--- src/slmc_map.vh ---
// Constants for the loop mask control block: register offsets, fields, codes.
// Assumes inclusion by bare name from the design file.
`ifndef SLMC_MAP_VH
`define SLMC_MAP_VH

// ----------------------------------------
// Register byte offsets
// ----------------------------------------
`define SLMC_REG_CTRL        8'h00
`define SLMC_REG_STATUS      8'h04
`define SLMC_REG_LOOP_MASK   8'h08
`define SLMC_REG_CONT_MASK   8'h0c
`define SLMC_REG_FLAG01      8'h10
`define SLMC_REG_FLAG23      8'h14

// ----------------------------------------
// Fields and reset values
// ----------------------------------------
`define SLMC_CTRL_ENABLE     0
`define SLMC_CTRL_STK_CLR    1
`define SLMC_ST_OVF          8
`define SLMC_ST_UNF          9
`define SLMC_CTRL_RST        32'h0000_0001
`define SLMC_MASK_RST        16'h0000
`define SLMC_IP_ALIGN_BITS   3

// ----------------------------------------
// Instruction codes
// ----------------------------------------
`define SLMC_OP_NOP          4'h0
`define SLMC_OP_SAVE_LOOP    4'h1
`define SLMC_OP_SAVE_CONT    4'h2
`define SLMC_OP_CONT_RELOAD  4'h3
`define SLMC_OP_LOOP_TAIL    4'h4
`define SLMC_OP_BREAK        4'h5
`define SLMC_OP_SKIP         4'h6
`define SLMC_OP_FLAG_AND     4'h7
`define SLMC_OP_FLAG_OR      4'h8
`define SLMC_OP_FLAG_XOR     4'h9
`define SLMC_OP_ALL4_BRANCH  4'ha
`define SLMC_OP_JUMP_INDEX   4'hb

`endif

--- src/slmc_loop_mask_ctrl.v ---
// Loop, continue and flag mask control for a 16-channel SIMD execution unit.
// Assumes a classic Wishbone master and an in-order instruction stream.
// Operation
// - Keep 16-bit loop mask, one bit per channel
// - Save instruction pushes old mask, then updates
// - Tail result is alive AND continue AND flag AND loop mask
// - Tail writes loop mask, loops while nonzero
// - Terminated channel stays off until loop ends
// - Fall-through pops continue then loop mask
// - Break clears enabled bits, branches when empty
// - Continue mask skips channels for one pass
// - All-four predicate ANDs four flag registers
// - Indexed jump adds register offset to IP
// - Branch targets kept 8-byte aligned
// - Flag registers combine by logic operations
//
// The placing of the registers and the Wishbone register port were left to the implementer.
`include "slmc_map.vh"
`timescale 1ns/1ps
`default_nettype none

module slmc_loop_mask_ctrl #(
   parameter CHANNELS    = 16,
   parameter STACK_DEPTH = 16,
   parameter PTR_W       = 5
) (
   // Clock and reset
   input  wire                clk_i,
   input  wire                rstn_i,
   // Wishbone slave
   input  wire                wb_cyc_i,
   input  wire                wb_stb_i,
   input  wire                wb_we_i,
   input  wire [7:0]          wb_adr_i,
   input  wire [3:0]          wb_sel_i,
   input  wire [31:0]         wb_dat_i,
   output reg  [31:0]         wb_dat_o,
   output reg                 wb_ack_o,
   // Instruction stream
   input  wire                instr_valid_i,
   output wire                instr_ready_o,
   input  wire [3:0]          instr_op_i,
   input  wire [1:0]          instr_flag_sel_i,
   input  wire [1:0]          instr_flag_src_i,
   input  wire [31:0]         instr_operand_i,
   input  wire [31:0]         instr_ip_i,
   input  wire [CHANNELS-1:0] exec_mask_i,
   input  wire [CHANNELS-1:0] alive_mask_i,
   // Results
   output reg                 done_o,
   output reg                 branch_taken_o,
   output reg  [31:0]         branch_ip_o,
   output reg  [15:0]         cond_pop_count_o,
   output reg  [CHANNELS-1:0] pred_mask_o,
   output wire [CHANNELS-1:0] loop_channel_mask_o,
   output wire [CHANNELS-1:0] skip_channel_mask_o
);

   // ----------------------------------------
   // State
   // ----------------------------------------
   // One loop mask bit per channel
   reg  [CHANNELS-1:0] loop_q;
   reg  [CHANNELS-1:0] cont_q;
   reg  [CHANNELS-1:0] flag_q [0:3];
   reg  [CHANNELS-1:0] stack_q [0:STACK_DEPTH-1];
   reg  [PTR_W-1:0]    sp_q;
   reg                 ovf_q;
   reg                 unf_q;
   reg  [31:0]         ctrl_q;
   integer             i;

   wire enable = ctrl_q[`SLMC_CTRL_ENABLE];
   assign instr_ready_o       = enable;
   assign loop_channel_mask_o = loop_q;
   assign skip_channel_mask_o = cont_q;

   wire fire = instr_valid_i & enable;
   wire [CHANNELS-1:0] flag_sel = flag_q[instr_flag_sel_i];

   // ----------------------------------------
   // Per-instruction mask evaluation
   // ----------------------------------------
   // Channel keep condition
   wire [CHANNELS-1:0] tail_res = alive_mask_i & cont_q & flag_sel & loop_q;
   wire [CHANNELS-1:0] brk_loop = loop_q & ~exec_mask_i;
   wire [CHANNELS-1:0] brk_cont = cont_q & ~exec_mask_i;
   wire [CHANNELS-1:0] all4 = flag_q[0] & flag_q[1] & flag_q[2] & flag_q[3];

   wire [31:0] rel_ip = instr_ip_i + {16'h0000, instr_operand_i[15:0]};
   wire [31:0] rel_al = {rel_ip[31:`SLMC_IP_ALIGN_BITS], 3'h0};
   wire [31:0] idx_ip = instr_ip_i + instr_operand_i;
   wire [31:0] idx_al = {idx_ip[31:`SLMC_IP_ALIGN_BITS], 3'h0};

   wire        push_req  = fire & ((instr_op_i == `SLMC_OP_SAVE_LOOP) |
                                   (instr_op_i == `SLMC_OP_SAVE_CONT));
   wire        tail_pop  = fire & (instr_op_i == `SLMC_OP_LOOP_TAIL) & ~(|tail_res);
   wire        stk_full  = (sp_q == STACK_DEPTH[PTR_W-1:0]);
   wire        stk_short = (sp_q < 5'h02);
   wire [PTR_W-1:0] sp_m1 = sp_q - 5'h01;
   wire [PTR_W-1:0] sp_m2 = sp_q - 5'h02;

   // Byte-lane merge for register writes
   function [31:0] merge;
      input [31:0] old;
      input [31:0] nw;
      input [3:0]  sel;
      integer b;
      begin
         merge = old;
         for (b = 0; b < 4; b = b + 1) begin
            if (sel[b])
               merge[b*8 +: 8] = nw[b*8 +: 8];
         end
      end
   endfunction

   // ----------------------------------------
   // Wishbone decode
   // ----------------------------------------
   wire wb_req = wb_cyc_i & wb_stb_i & ~wb_ack_o;
   // Writes land on the edge at which the master samples ack high
   wire wb_wr  = wb_cyc_i & wb_stb_i & wb_we_i & wb_ack_o;
   wire [31:0] flag01 = {flag_q[1], flag_q[0]};
   wire [31:0] flag23 = {flag_q[3], flag_q[2]};
   wire [31:0] status = {22'h000000, unf_q, ovf_q, 3'h0, sp_q};
   wire [31:0] st_new = merge(32'h0000_0000, wb_dat_i, wb_sel_i);
   wire        w_ctrl = wb_wr & (wb_adr_i == `SLMC_REG_CTRL);
   wire        w_st   = wb_wr & (wb_adr_i == `SLMC_REG_STATUS);
   wire        w_lm   = wb_wr & (wb_adr_i == `SLMC_REG_LOOP_MASK);
   wire        w_cm   = wb_wr & (wb_adr_i == `SLMC_REG_CONT_MASK);
   wire        w_f01  = wb_wr & (wb_adr_i == `SLMC_REG_FLAG01);
   wire        w_f23  = wb_wr & (wb_adr_i == `SLMC_REG_FLAG23);
   wire [31:0] m_lm   = merge({16'h0000, loop_q}, wb_dat_i, wb_sel_i);
   wire [31:0] m_cm   = merge({16'h0000, cont_q}, wb_dat_i, wb_sel_i);
   wire [31:0] m_f01  = merge(flag01, wb_dat_i, wb_sel_i);
   wire [31:0] m_f23  = merge(flag23, wb_dat_i, wb_sel_i);

   always @(posedge clk_i or negedge rstn_i) begin
      if (!rstn_i) begin
         wb_ack_o <= 1'b0;
         wb_dat_o <= 32'h0000_0000;
         ctrl_q   <= `SLMC_CTRL_RST;
      end else begin
         wb_ack_o <= wb_req;
         if (w_ctrl)
            ctrl_q <= merge(ctrl_q, wb_dat_i, wb_sel_i) & 32'h0000_0003;
         else
            ctrl_q[`SLMC_CTRL_STK_CLR] <= 1'b0;
         if (wb_req & ~wb_we_i) begin
            case (wb_adr_i)
               `SLMC_REG_CTRL:      wb_dat_o <= ctrl_q;
               `SLMC_REG_STATUS:    wb_dat_o <= status;
               `SLMC_REG_LOOP_MASK: wb_dat_o <= {16'h0000, loop_q};
               `SLMC_REG_CONT_MASK: wb_dat_o <= {16'h0000, cont_q};
               `SLMC_REG_FLAG01:    wb_dat_o <= flag01;
               `SLMC_REG_FLAG23:    wb_dat_o <= flag23;
               default:             wb_dat_o <= 32'h0000_0000;
            endcase
         end
      end
   end

   // ----------------------------------------
   // Mask, flag and stack update
   // ----------------------------------------
   // Instruction updates win over a register write in the same cycle,
   // so software should only poke masks while the stream is idle.
   always @(posedge clk_i or negedge rstn_i) begin
      if (!rstn_i) begin
         loop_q <= `SLMC_MASK_RST;
         cont_q <= `SLMC_MASK_RST;
         sp_q   <= 5'h00;
         ovf_q  <= 1'b0;
         unf_q  <= 1'b0;
         for (i = 0; i < 4; i = i + 1)
            flag_q[i] <= `SLMC_MASK_RST;
         for (i = 0; i < STACK_DEPTH; i = i + 1)
            stack_q[i] <= `SLMC_MASK_RST;
      end else begin
         // Sticky errors: a new event beats a write-one clear
         if (w_st & st_new[`SLMC_ST_OVF])
            ovf_q <= 1'b0;
         if (w_st & st_new[`SLMC_ST_UNF])
            unf_q <= 1'b0;
         if (push_req & stk_full)
            ovf_q <= 1'b1;
         if (tail_pop & stk_short)
            unf_q <= 1'b1;
         if (w_lm)
            loop_q <= m_lm[CHANNELS-1:0];
         if (w_cm)
            cont_q <= m_cm[CHANNELS-1:0];
         if (w_f01) begin
            flag_q[0] <= m_f01[15:0];
            flag_q[1] <= m_f01[31:16];
         end
         if (w_f23) begin
            flag_q[2] <= m_f23[15:0];
            flag_q[3] <= m_f23[31:16];
         end
         if (ctrl_q[`SLMC_CTRL_STK_CLR])
            sp_q <= 5'h00;
         else if (fire) begin
            case (instr_op_i)
               `SLMC_OP_SAVE_LOOP: begin
                  if (!stk_full) begin
                     stack_q[sp_q[3:0]] <= loop_q;
                     sp_q <= sp_q + 5'h01;
                  end
                  loop_q <= exec_mask_i;
               end
               `SLMC_OP_SAVE_CONT: begin
                  if (!stk_full) begin
                     stack_q[sp_q[3:0]] <= cont_q;
                     sp_q <= sp_q + 5'h01;
                  end
                  cont_q <= exec_mask_i;
               end
               `SLMC_OP_CONT_RELOAD: cont_q <= loop_q;
               `SLMC_OP_LOOP_TAIL: begin
                  if (|tail_res) begin
                     loop_q <= tail_res;
                  end else if (!stk_short) begin
                     cont_q <= stack_q[sp_m1[3:0]];
                     loop_q <= stack_q[sp_m2[3:0]];
                     sp_q   <= sp_m2;
                  end else begin
                     loop_q <= tail_res;
                  end
               end
               `SLMC_OP_BREAK: begin
                  loop_q <= brk_loop;
                  cont_q <= brk_cont;
               end
               `SLMC_OP_SKIP: cont_q <= brk_cont;
               `SLMC_OP_FLAG_AND:
                  flag_q[instr_flag_sel_i] <= flag_sel & flag_q[instr_flag_src_i];
               `SLMC_OP_FLAG_OR:
                  flag_q[instr_flag_sel_i] <= flag_sel | flag_q[instr_flag_src_i];
               `SLMC_OP_FLAG_XOR:
                  flag_q[instr_flag_sel_i] <= flag_sel ^ flag_q[instr_flag_src_i];
               default: ;
            endcase
         end
      end
   end

   // ----------------------------------------
   // Branch results
   // ----------------------------------------
   always @(posedge clk_i or negedge rstn_i) begin
      if (!rstn_i) begin
         done_o           <= 1'b0;
         branch_taken_o   <= 1'b0;
         branch_ip_o      <= 32'h0000_0000;
         cond_pop_count_o <= 16'h0000;
         pred_mask_o      <= `SLMC_MASK_RST;
      end else begin
         done_o           <= fire;
         branch_taken_o   <= 1'b0;
         cond_pop_count_o <= 16'h0000;
         if (fire) begin
            case (instr_op_i)
               `SLMC_OP_LOOP_TAIL: begin
                  branch_taken_o <= |tail_res;
                  branch_ip_o    <= rel_al;
               end
               `SLMC_OP_BREAK: begin
                  branch_taken_o <= ~(|brk_loop);
                  branch_ip_o    <= rel_al;
                  if (~(|brk_loop))
                     cond_pop_count_o <= instr_operand_i[31:16];
               end
               `SLMC_OP_SKIP: begin
                  branch_taken_o <= ~(|brk_cont);
                  branch_ip_o    <= rel_al;
               end
               `SLMC_OP_ALL4_BRANCH: begin
                  pred_mask_o    <= all4 & exec_mask_i;
                  branch_taken_o <= ~(|(all4 & exec_mask_i));
                  branch_ip_o    <= rel_al;
               end
               `SLMC_OP_JUMP_INDEX: begin
                  branch_taken_o <= 1'b1;
                  branch_ip_o    <= idx_al;
               end
               default: ;
            endcase
         end
      end
   end

endmodule

`default_nettype wire

--- config.mk ---
export PLATFORM = sky130hd
export DESIGN_NAME = slmc_loop_mask_ctrl
export DESIGN_NICKNAME = d
export VERILOG_FILES = /design/src/slmc_loop_mask_ctrl.v
export VERILOG_INCLUDE_DIRS = /design/src
export SDC_FILE = /design/constraint.sdc
export NUM_CORES = 1
export LEC_CHECK = 0
export BUFFER_PORTS_ARGS = -buffer_cell sky130_fd_sc_hd__buf_2
export CORE_ASPECT_RATIO = 2
export CORE_MARGIN = 10
export CORE_UTILIZATION = 53
export DETAILED_ROUTE_END_ITERATION = 10
export GPL_TIMING_DRIVEN = 0
export PLACE_DENSITY = 0.72
export SYNTH_ARGS = -nofsm -noshare
export SYNTH_HDL_FRONTEND = slang
export SYNTH_SLANG_ARGS = --single-unit
--- constraint.sdc ---
create_clock -name clk_i -period 12.8 [get_ports clk_i]
set_input_delay 2.56 -clock clk_i [delete_from_list [all_inputs] [get_ports clk_i]]
set_output_delay 2.56 -clock clk_i [all_outputs]
set_load 0.1 [all_outputs]
## Word-level counts from Yosys, hierarchy flattened

Cells that the tools add are included.

| cells by class | value |
|---|---|
| equal/unequal tests | 23 |
| $add $sub $neg | 5 |
| multiply operators | 0 |
| div/mod/pow operators | 0 |
| bitwise operators | 45 |
| reduce and logical (&&, ||, !) cells | 21 |
| magnitude comparators | 8 |
| mux-type cells | 73 |
| shift-type cells | 0 |

Operators with widths:

| kind | number |
|---|---|
| $bwmux 256 | 2 |
| $mux 256 | 2 |
| $pmux 256 s2 | 1 |
| $mux 16 | 23 |
| $bwmux 64 | 3 |
| $pmux 32 s6 | 1 |
| $pmux 64 s3 | 1 |
| $and 16x16->16 | 10 |
| $bmux 16 s4 | 2 |
| $mux 64 | 2 |
| $mux 8 | 12 |
| $bmux 16 s2 | 2 |
| $demux 16 s4 | 1 |
| $mux 32 | 2 |
| $pmux 16 s4 | 1 |
| $pmux 32 s2 | 1 |
| $reduce_or 16->1 | 4 |
| $pmux 16 s3 | 1 |
| $add 32x16->32 | 1 |
| $add 32x32->32 | 1 |
| $demux 16 s2 | 1 |
| $mux 5 | 5 |
| $and 1x1->1 | 19 |
| $eq 4x3->1 const B | 4 |
| other kinds (36) | 73 |

| word-level totals | value |
|---|---|
| RAM bits | 0 |
| bits in registers | 460 |
| ROM bits | 0 |
| output and inout port bits | 132 |
| word-level logic and storage cells | 209 |
| input bits | 154 |
| memories | 0 |
| bits in latches | 0 |

## Depth between registers and ports, before layout

| depth | value |
|---|---|
| depth after elaboration | 11 |
| gate-level depth with buffers | 15 |
| depth with buffers taken out | 12 |

## Worst setup path before layout

OpenSTA, ideal clock, no wires.

| timing path | value |
|---|---|
| kind | input-to-reg |
| from | in instr_op_i[2] |
| to | reg branch_ip_o[24] |
| arrival time | 5.255 ns |
| library setup time | 0.131 ns |
| setup slack | 7.414 ns |
| path buffers | 2 |
| data required time | 12.669 ns |
| cell stages on the path | 14 |
| path through | clkbuf_1 -> nand2b_1 -> nor2_1 -> and2_1 -> ha_1 -> clkbuf_1 -> nand3_1 -> nor2_1 -> nand3_1 -> or4_1 -> o211ai_1 -> a21oi_1 -> nor4bb_1 -> or3_1 |

| between the ends | value |
|---|---|
| cells in the longest elaborated chain, start to end | 4 |
| elaborated cells between the ends (all ways) | 9 |
| those cells by class | 5 x eq/ne; 1 x mux; 3 x reduce/logical |

RTL lines:

| item | RTL line | text |
|---|---|---|
| start, declared | slmc_loop_mask_ctrl.v:42 | `input wire [3:0] instr_op_i,` |
| $eq 4x3->1 or $eq 4x4->1 (tied branches) | slmc_loop_mask_ctrl.v:264 | `case (instr_op_i)` |
| $reduce_or 4->1 (no line) | -- |  |
| $reduce_bool 2->1 (no line) | -- |  |
| $reduce_and 2->1 (no line) | -- |  |
| end signal, assigned | slmc_loop_mask_ctrl.v:267 | `branch_ip_o <= rel_al;` |
| end signal, assigned | slmc_loop_mask_ctrl.v:271 | `branch_ip_o <= rel_al;` |
| end signal, assigned | slmc_loop_mask_ctrl.v:277 | `branch_ip_o <= rel_al;` |
| end, declared | slmc_loop_mask_ctrl.v:52 | `output reg [31:0] branch_ip_o,` |

Parallel ways exist; a longest one is shown, timed or not. The select of a mux whose other input is x is not followed.
A chain may end at the register's enable or synchronous reset.

## Final worst setup path

| timing path | value |
|---|---|
| from | reg sp_q[1] |
| to | reg cont_q[9] (netlist: skip_channel_mask_o[9]) |

| between the ends | value |
|---|---|
| cells in the longest elaborated chain, start to end | 10 |
| elaborated cells between the ends (all ways) | 11 |
| those cells by class | 1 x add/sub; 1 x order compare; 8 x mux; 1 x bitwise |

RTL lines:

| item | RTL line | text |
|---|---|---|
| start, declared | slmc_loop_mask_ctrl.v:67 | `reg [PTR_W-1:0] sp_q;` |
| start signal, assigned | slmc_loop_mask_ctrl.v:209 | `sp_q <= sp_q + 5'h01;` |
| start signal, assigned | slmc_loop_mask_ctrl.v:216 | `sp_q <= sp_q + 5'h01;` |
| start signal, assigned | slmc_loop_mask_ctrl.v:227 | `sp_q <= sp_m2;` |
| $sub 4x1->4 | slmc_loop_mask_ctrl.v:100 | `wire [PTR_W-1:0] sp_m1 = sp_q - 5'h01;` |
| $not 4->5 (implied by the code) | slmc_loop_mask_ctrl.v:225 | `cont_q <= stack_q[sp_m1[3:0]];` |
| $bmux 16 s4 | slmc_loop_mask_ctrl.v:225 |  |
| $mux 16 (implied by the code) (2 in a row) | slmc_loop_mask_ctrl.v:225 |  |
| $mux 16 * | slmc_loop_mask_ctrl.v:224 | `end else if (!stk_short) begin` |
| $mux 16 * | slmc_loop_mask_ctrl.v:222 | `if (\|tail_res) begin` |
| $pmux 16 s4 * | slmc_loop_mask_ctrl.v:205 | `case (instr_op_i)` |
| $mux 16 * | slmc_loop_mask_ctrl.v:204 | `else if (fire) begin` |
| $mux 16 * | slmc_loop_mask_ctrl.v:202 | `` if (ctrl_q[`SLMC_CTRL_STK_CLR]) `` |
| end signal, assigned | slmc_loop_mask_ctrl.v:218 | `cont_q <= exec_mask_i;` |
| end signal, assigned | slmc_loop_mask_ctrl.v:220 | `` `SLMC_OP_CONT_RELOAD: cont_q <= loop_q; `` |
| end signal, assigned | slmc_loop_mask_ctrl.v:225 |  |
| end, declared | slmc_loop_mask_ctrl.v:64 | `reg [CHANNELS-1:0] cont_q;` |

Every way passes the cells marked *; elsewhere a longest branch is shown, timed or not. The select of a mux whose other input is x is not followed.

==> results_dict.tcl <==
set metrics [dict create \
    outcome "finished, final reports clean" \
    fmax_mhz 157 \
    async_reset_ff_share_pct 100 \
    antenna_left 0 \
    worstPathMaxFanout 10 \
    syn_area_mm2 0.0271 \
    p_leak_nw 14.5 \
    vdd_ir_drop_max_v 0.000126 \
    cts-buffers-inserted 45 \
    ioPinCount 286 \
    setup_tns_ns 0 \
    endpoint_kind "flip-flop" \
    layout_setup_ws_ns 6.43 \
    grt-ovfl-total 0 \
    cts_setup_buffers 0 \
    htreeDepth 2 \
    gp_congestion 1.00 \
    core_area_mm2 0.0508 \
    postSynthCellCount 2576 \
    period_minus_slack_ns 6.37 \
    ys_warn_count 0 \
    cp-start-kind "flip-flop" \
    finalHoldViolations 0 \
    placement.io_buffers 277 \
    max_slew_margin_pct 6.22 \
    area_delta_synth_final_pct 14.7 \
    tritoncts "yes" \
    power_mw 3.12 \
    powerDensity_mw_per_mm2 100 \
    synth-seq-cells 457 \
    layout_common_cells "dfrtp_1 (456), nor2_1 (348), a21oi_1 (316)" \
    fin_nets 3132 \
    avgSynthCellArea_um2 10.5 \
    drc 0 \
    synth_top_area_share_pct 42.1 \
    slew_viol_final 0 \
    groute.usage.overall_pct 38.6 \
    drive_gt1_share_pct 21.0 \
    finalCritPeriodShare_pct 49.7 \
    tightest_slew_ns 1.41 \
    clk_path_buf_depth 3 \
    hpwl_um 94700 \
    synth_top_area_cell "dfrtp_1" \
    dp_slack_ns 6.44 \
    required_ns 13.28 \
    rsz0062_at_grt "false" \
    cts.hold.buffers_added 0 \
    postCtsResizedCells 0 \
    initial_core_util_pct 53.3 \
    drt_first_pass_iters 6 \
    die_x_um 180 \
    crit_type "flip-flop to flip-flop" \
    seq_area_frac_synth_pct 42.2 \
    antenna_found_initial 13 \
    vias_per_cell 6.83 \
    skew_ns 0.0419 \
    wl_per_cell_um 33.6 \
    ctsRootBufferMaster "clkbuf_16" \
    hp-class "flip-flop to flip-flop" \
    path_clk_slew_ns 0.08 \
    rows 117 \
    clkSinkCount 457 \
    wirelength_um 121000 \
    synth_edf_count 0 \
    grt_max_degree 126 \
    dieArea_mm2 0.0611 \
    layout_commonest_cell "dfrtp_1" \
    insertion_delay_ns 0.63 \
    maxCapViolations 0 \
    synthFlopType "dfrtp_1" \
    die_h_um 340 \
    setup_violations 0 \
    synthTopCellsByArea "dfrtp_1 (42%), mux4_2 (14%), mux2i_1 (6.2%), a21oi_1 (5.8%), nor2_1 (4.8%)" \
    grt_pass1_wl_um 174000 \
    drt_iter0_markers 2566 \
    vias 24614 \
    grt_pass1_vias 25863 \
    crit_arrival_ns 6.85 \
    whs_ns 0.473 \
    synthDistinctLibCells 67 \
]
## power breakdown
group	internal, mW	switching [mW]	total [mW]
logic	0.0628	0.143	0.206
clock network	0.840	0.622	1.46
registers	1.45	0.00309	1.45
total	2.35	0.768	3.12
## registers in the layout (all words and copies together), names as in the netlist, 2 cells and up
register / flops
branch_ip_o: 29
cond_pop_count_o: 16
ctrl_q: 2
flag01: 32
flag23: 32
loop_channel_mask_o: 16
pred_mask_o: 16
skip_channel_mask_o: 16
sp_q: 5
stack_q: 256
wb_dat_o: 32
## logic make-up after synthesis
family,count (synthesis),synth area share (%)
adder cells (fa/ha/maj),70,3.23
XOR/XNOR,28,0.906
flip-flops,457,42.2
buffers and inverters,263,3.98
other,1,0.0139
AO/OA/AOI/OAI,653,15.2
AND/OR/NAND/NOR,736,12.4
multiplexers,368,22.0
## metrics by stage
stage                     area [um2]  utilization (%)  cells
after floorplan                27100                -   2578
after global placement         29300             57.7   3509
after detailed placement       29400             58.0   3515
after CTS                      31000             61.1   3596
after global routing           31000             61.1   3601
final                          31000             61.1   3606
## synthesized netlist by cell type (21+ instances only)
library cell / number
mux2i_1: 168
o21ai_0: 95
and3_1: 25
nand2b_1: 30
mux2_2: 22
nand4_1: 31
buf_2: 27
nand2_1: 143
a211oi_1: 35
nor2_1: 348
nand3_1: 35
ha_1: 70
o31ai_1: 30
inv_1: 66
a22oi_1: 37
nor2b_1: 46
and2_1: 32
a221oi_1: 21
a21oi_1: 316
mux4_2: 170
dfrtp_1: 456
clkbuf_1: 147
## final timing paths
check / endpoint / from / slack, ns / depth (start not counted)
min reg2reg: branch_ip_o[3]$_DFFE_PN0P_ / branch_ip_o[3]$_DFFE_PN0P_ / 0.47 / 2
max in group asynchronous: stack_q[88]$_DFFE_PN0P_ / rstn_i / 8.69 / 5
max reg2reg: skip_channel_mask_o[9]$_DFF_PN0_ / sp_q[1]$_DFFE_PN0P_ / 6.43 / 12
max: skip_channel_mask_o[9]$_DFF_PN0_ / sp_q[1]$_DFFE_PN0P_ / 6.43 / 12
min in group asynchronous: wb_dat_o[18]$_DFFE_PN0P_ / rstn_i / 1.73 / 1
min: branch_ip_o[3]$_DFFE_PN0P_ / branch_ip_o[3]$_DFFE_PN0P_ / 0.47 / 2
## final cells by class
cell class | count | area, um2
diodes | 10 | 25.0
plain buffers | 197 | 831
clock buffers | 62 | 1350
clock inverters | 19 | 233
fillers | 4300 | 19700
inverters | 66 | 248
multi-input cells | 1858 | 14600
flip-flops and latches | 457 | 11400
well taps | 654 | 818
repair buffers | 283 | 1520
## layer usage
| metal | vias to the layer above | share of wire, % | GRT usage (%) |
|---|---|---|---|
| met3 | 697 | 8.1 | 9.09 |
| met5 | - | 0.0074 | 0 |
| li1 | 10186 | - | - |
| met1 | 12102 | 30 | 36.1 |
| met2 | 1627 | 49 | 64.9 |
| met4 | 2 | 13 | 42.4 |
## worst max-delay path: stages, from the launching register on
cell and delay, ns:
dfrtp_1 0.43, clkbuf_1 0.21, buf_1 0.67, clkbuf_1 1.04, inv_1 0.35, ha_1 0.45, buf_2 0.42, buf_1 1.08
mux4_2 0.62, mux2i_1 0.53, a2111oi_2 0.17, a21oi_1 0.17, o21ai_1 0.07
(Power assumes the default switching activity.)
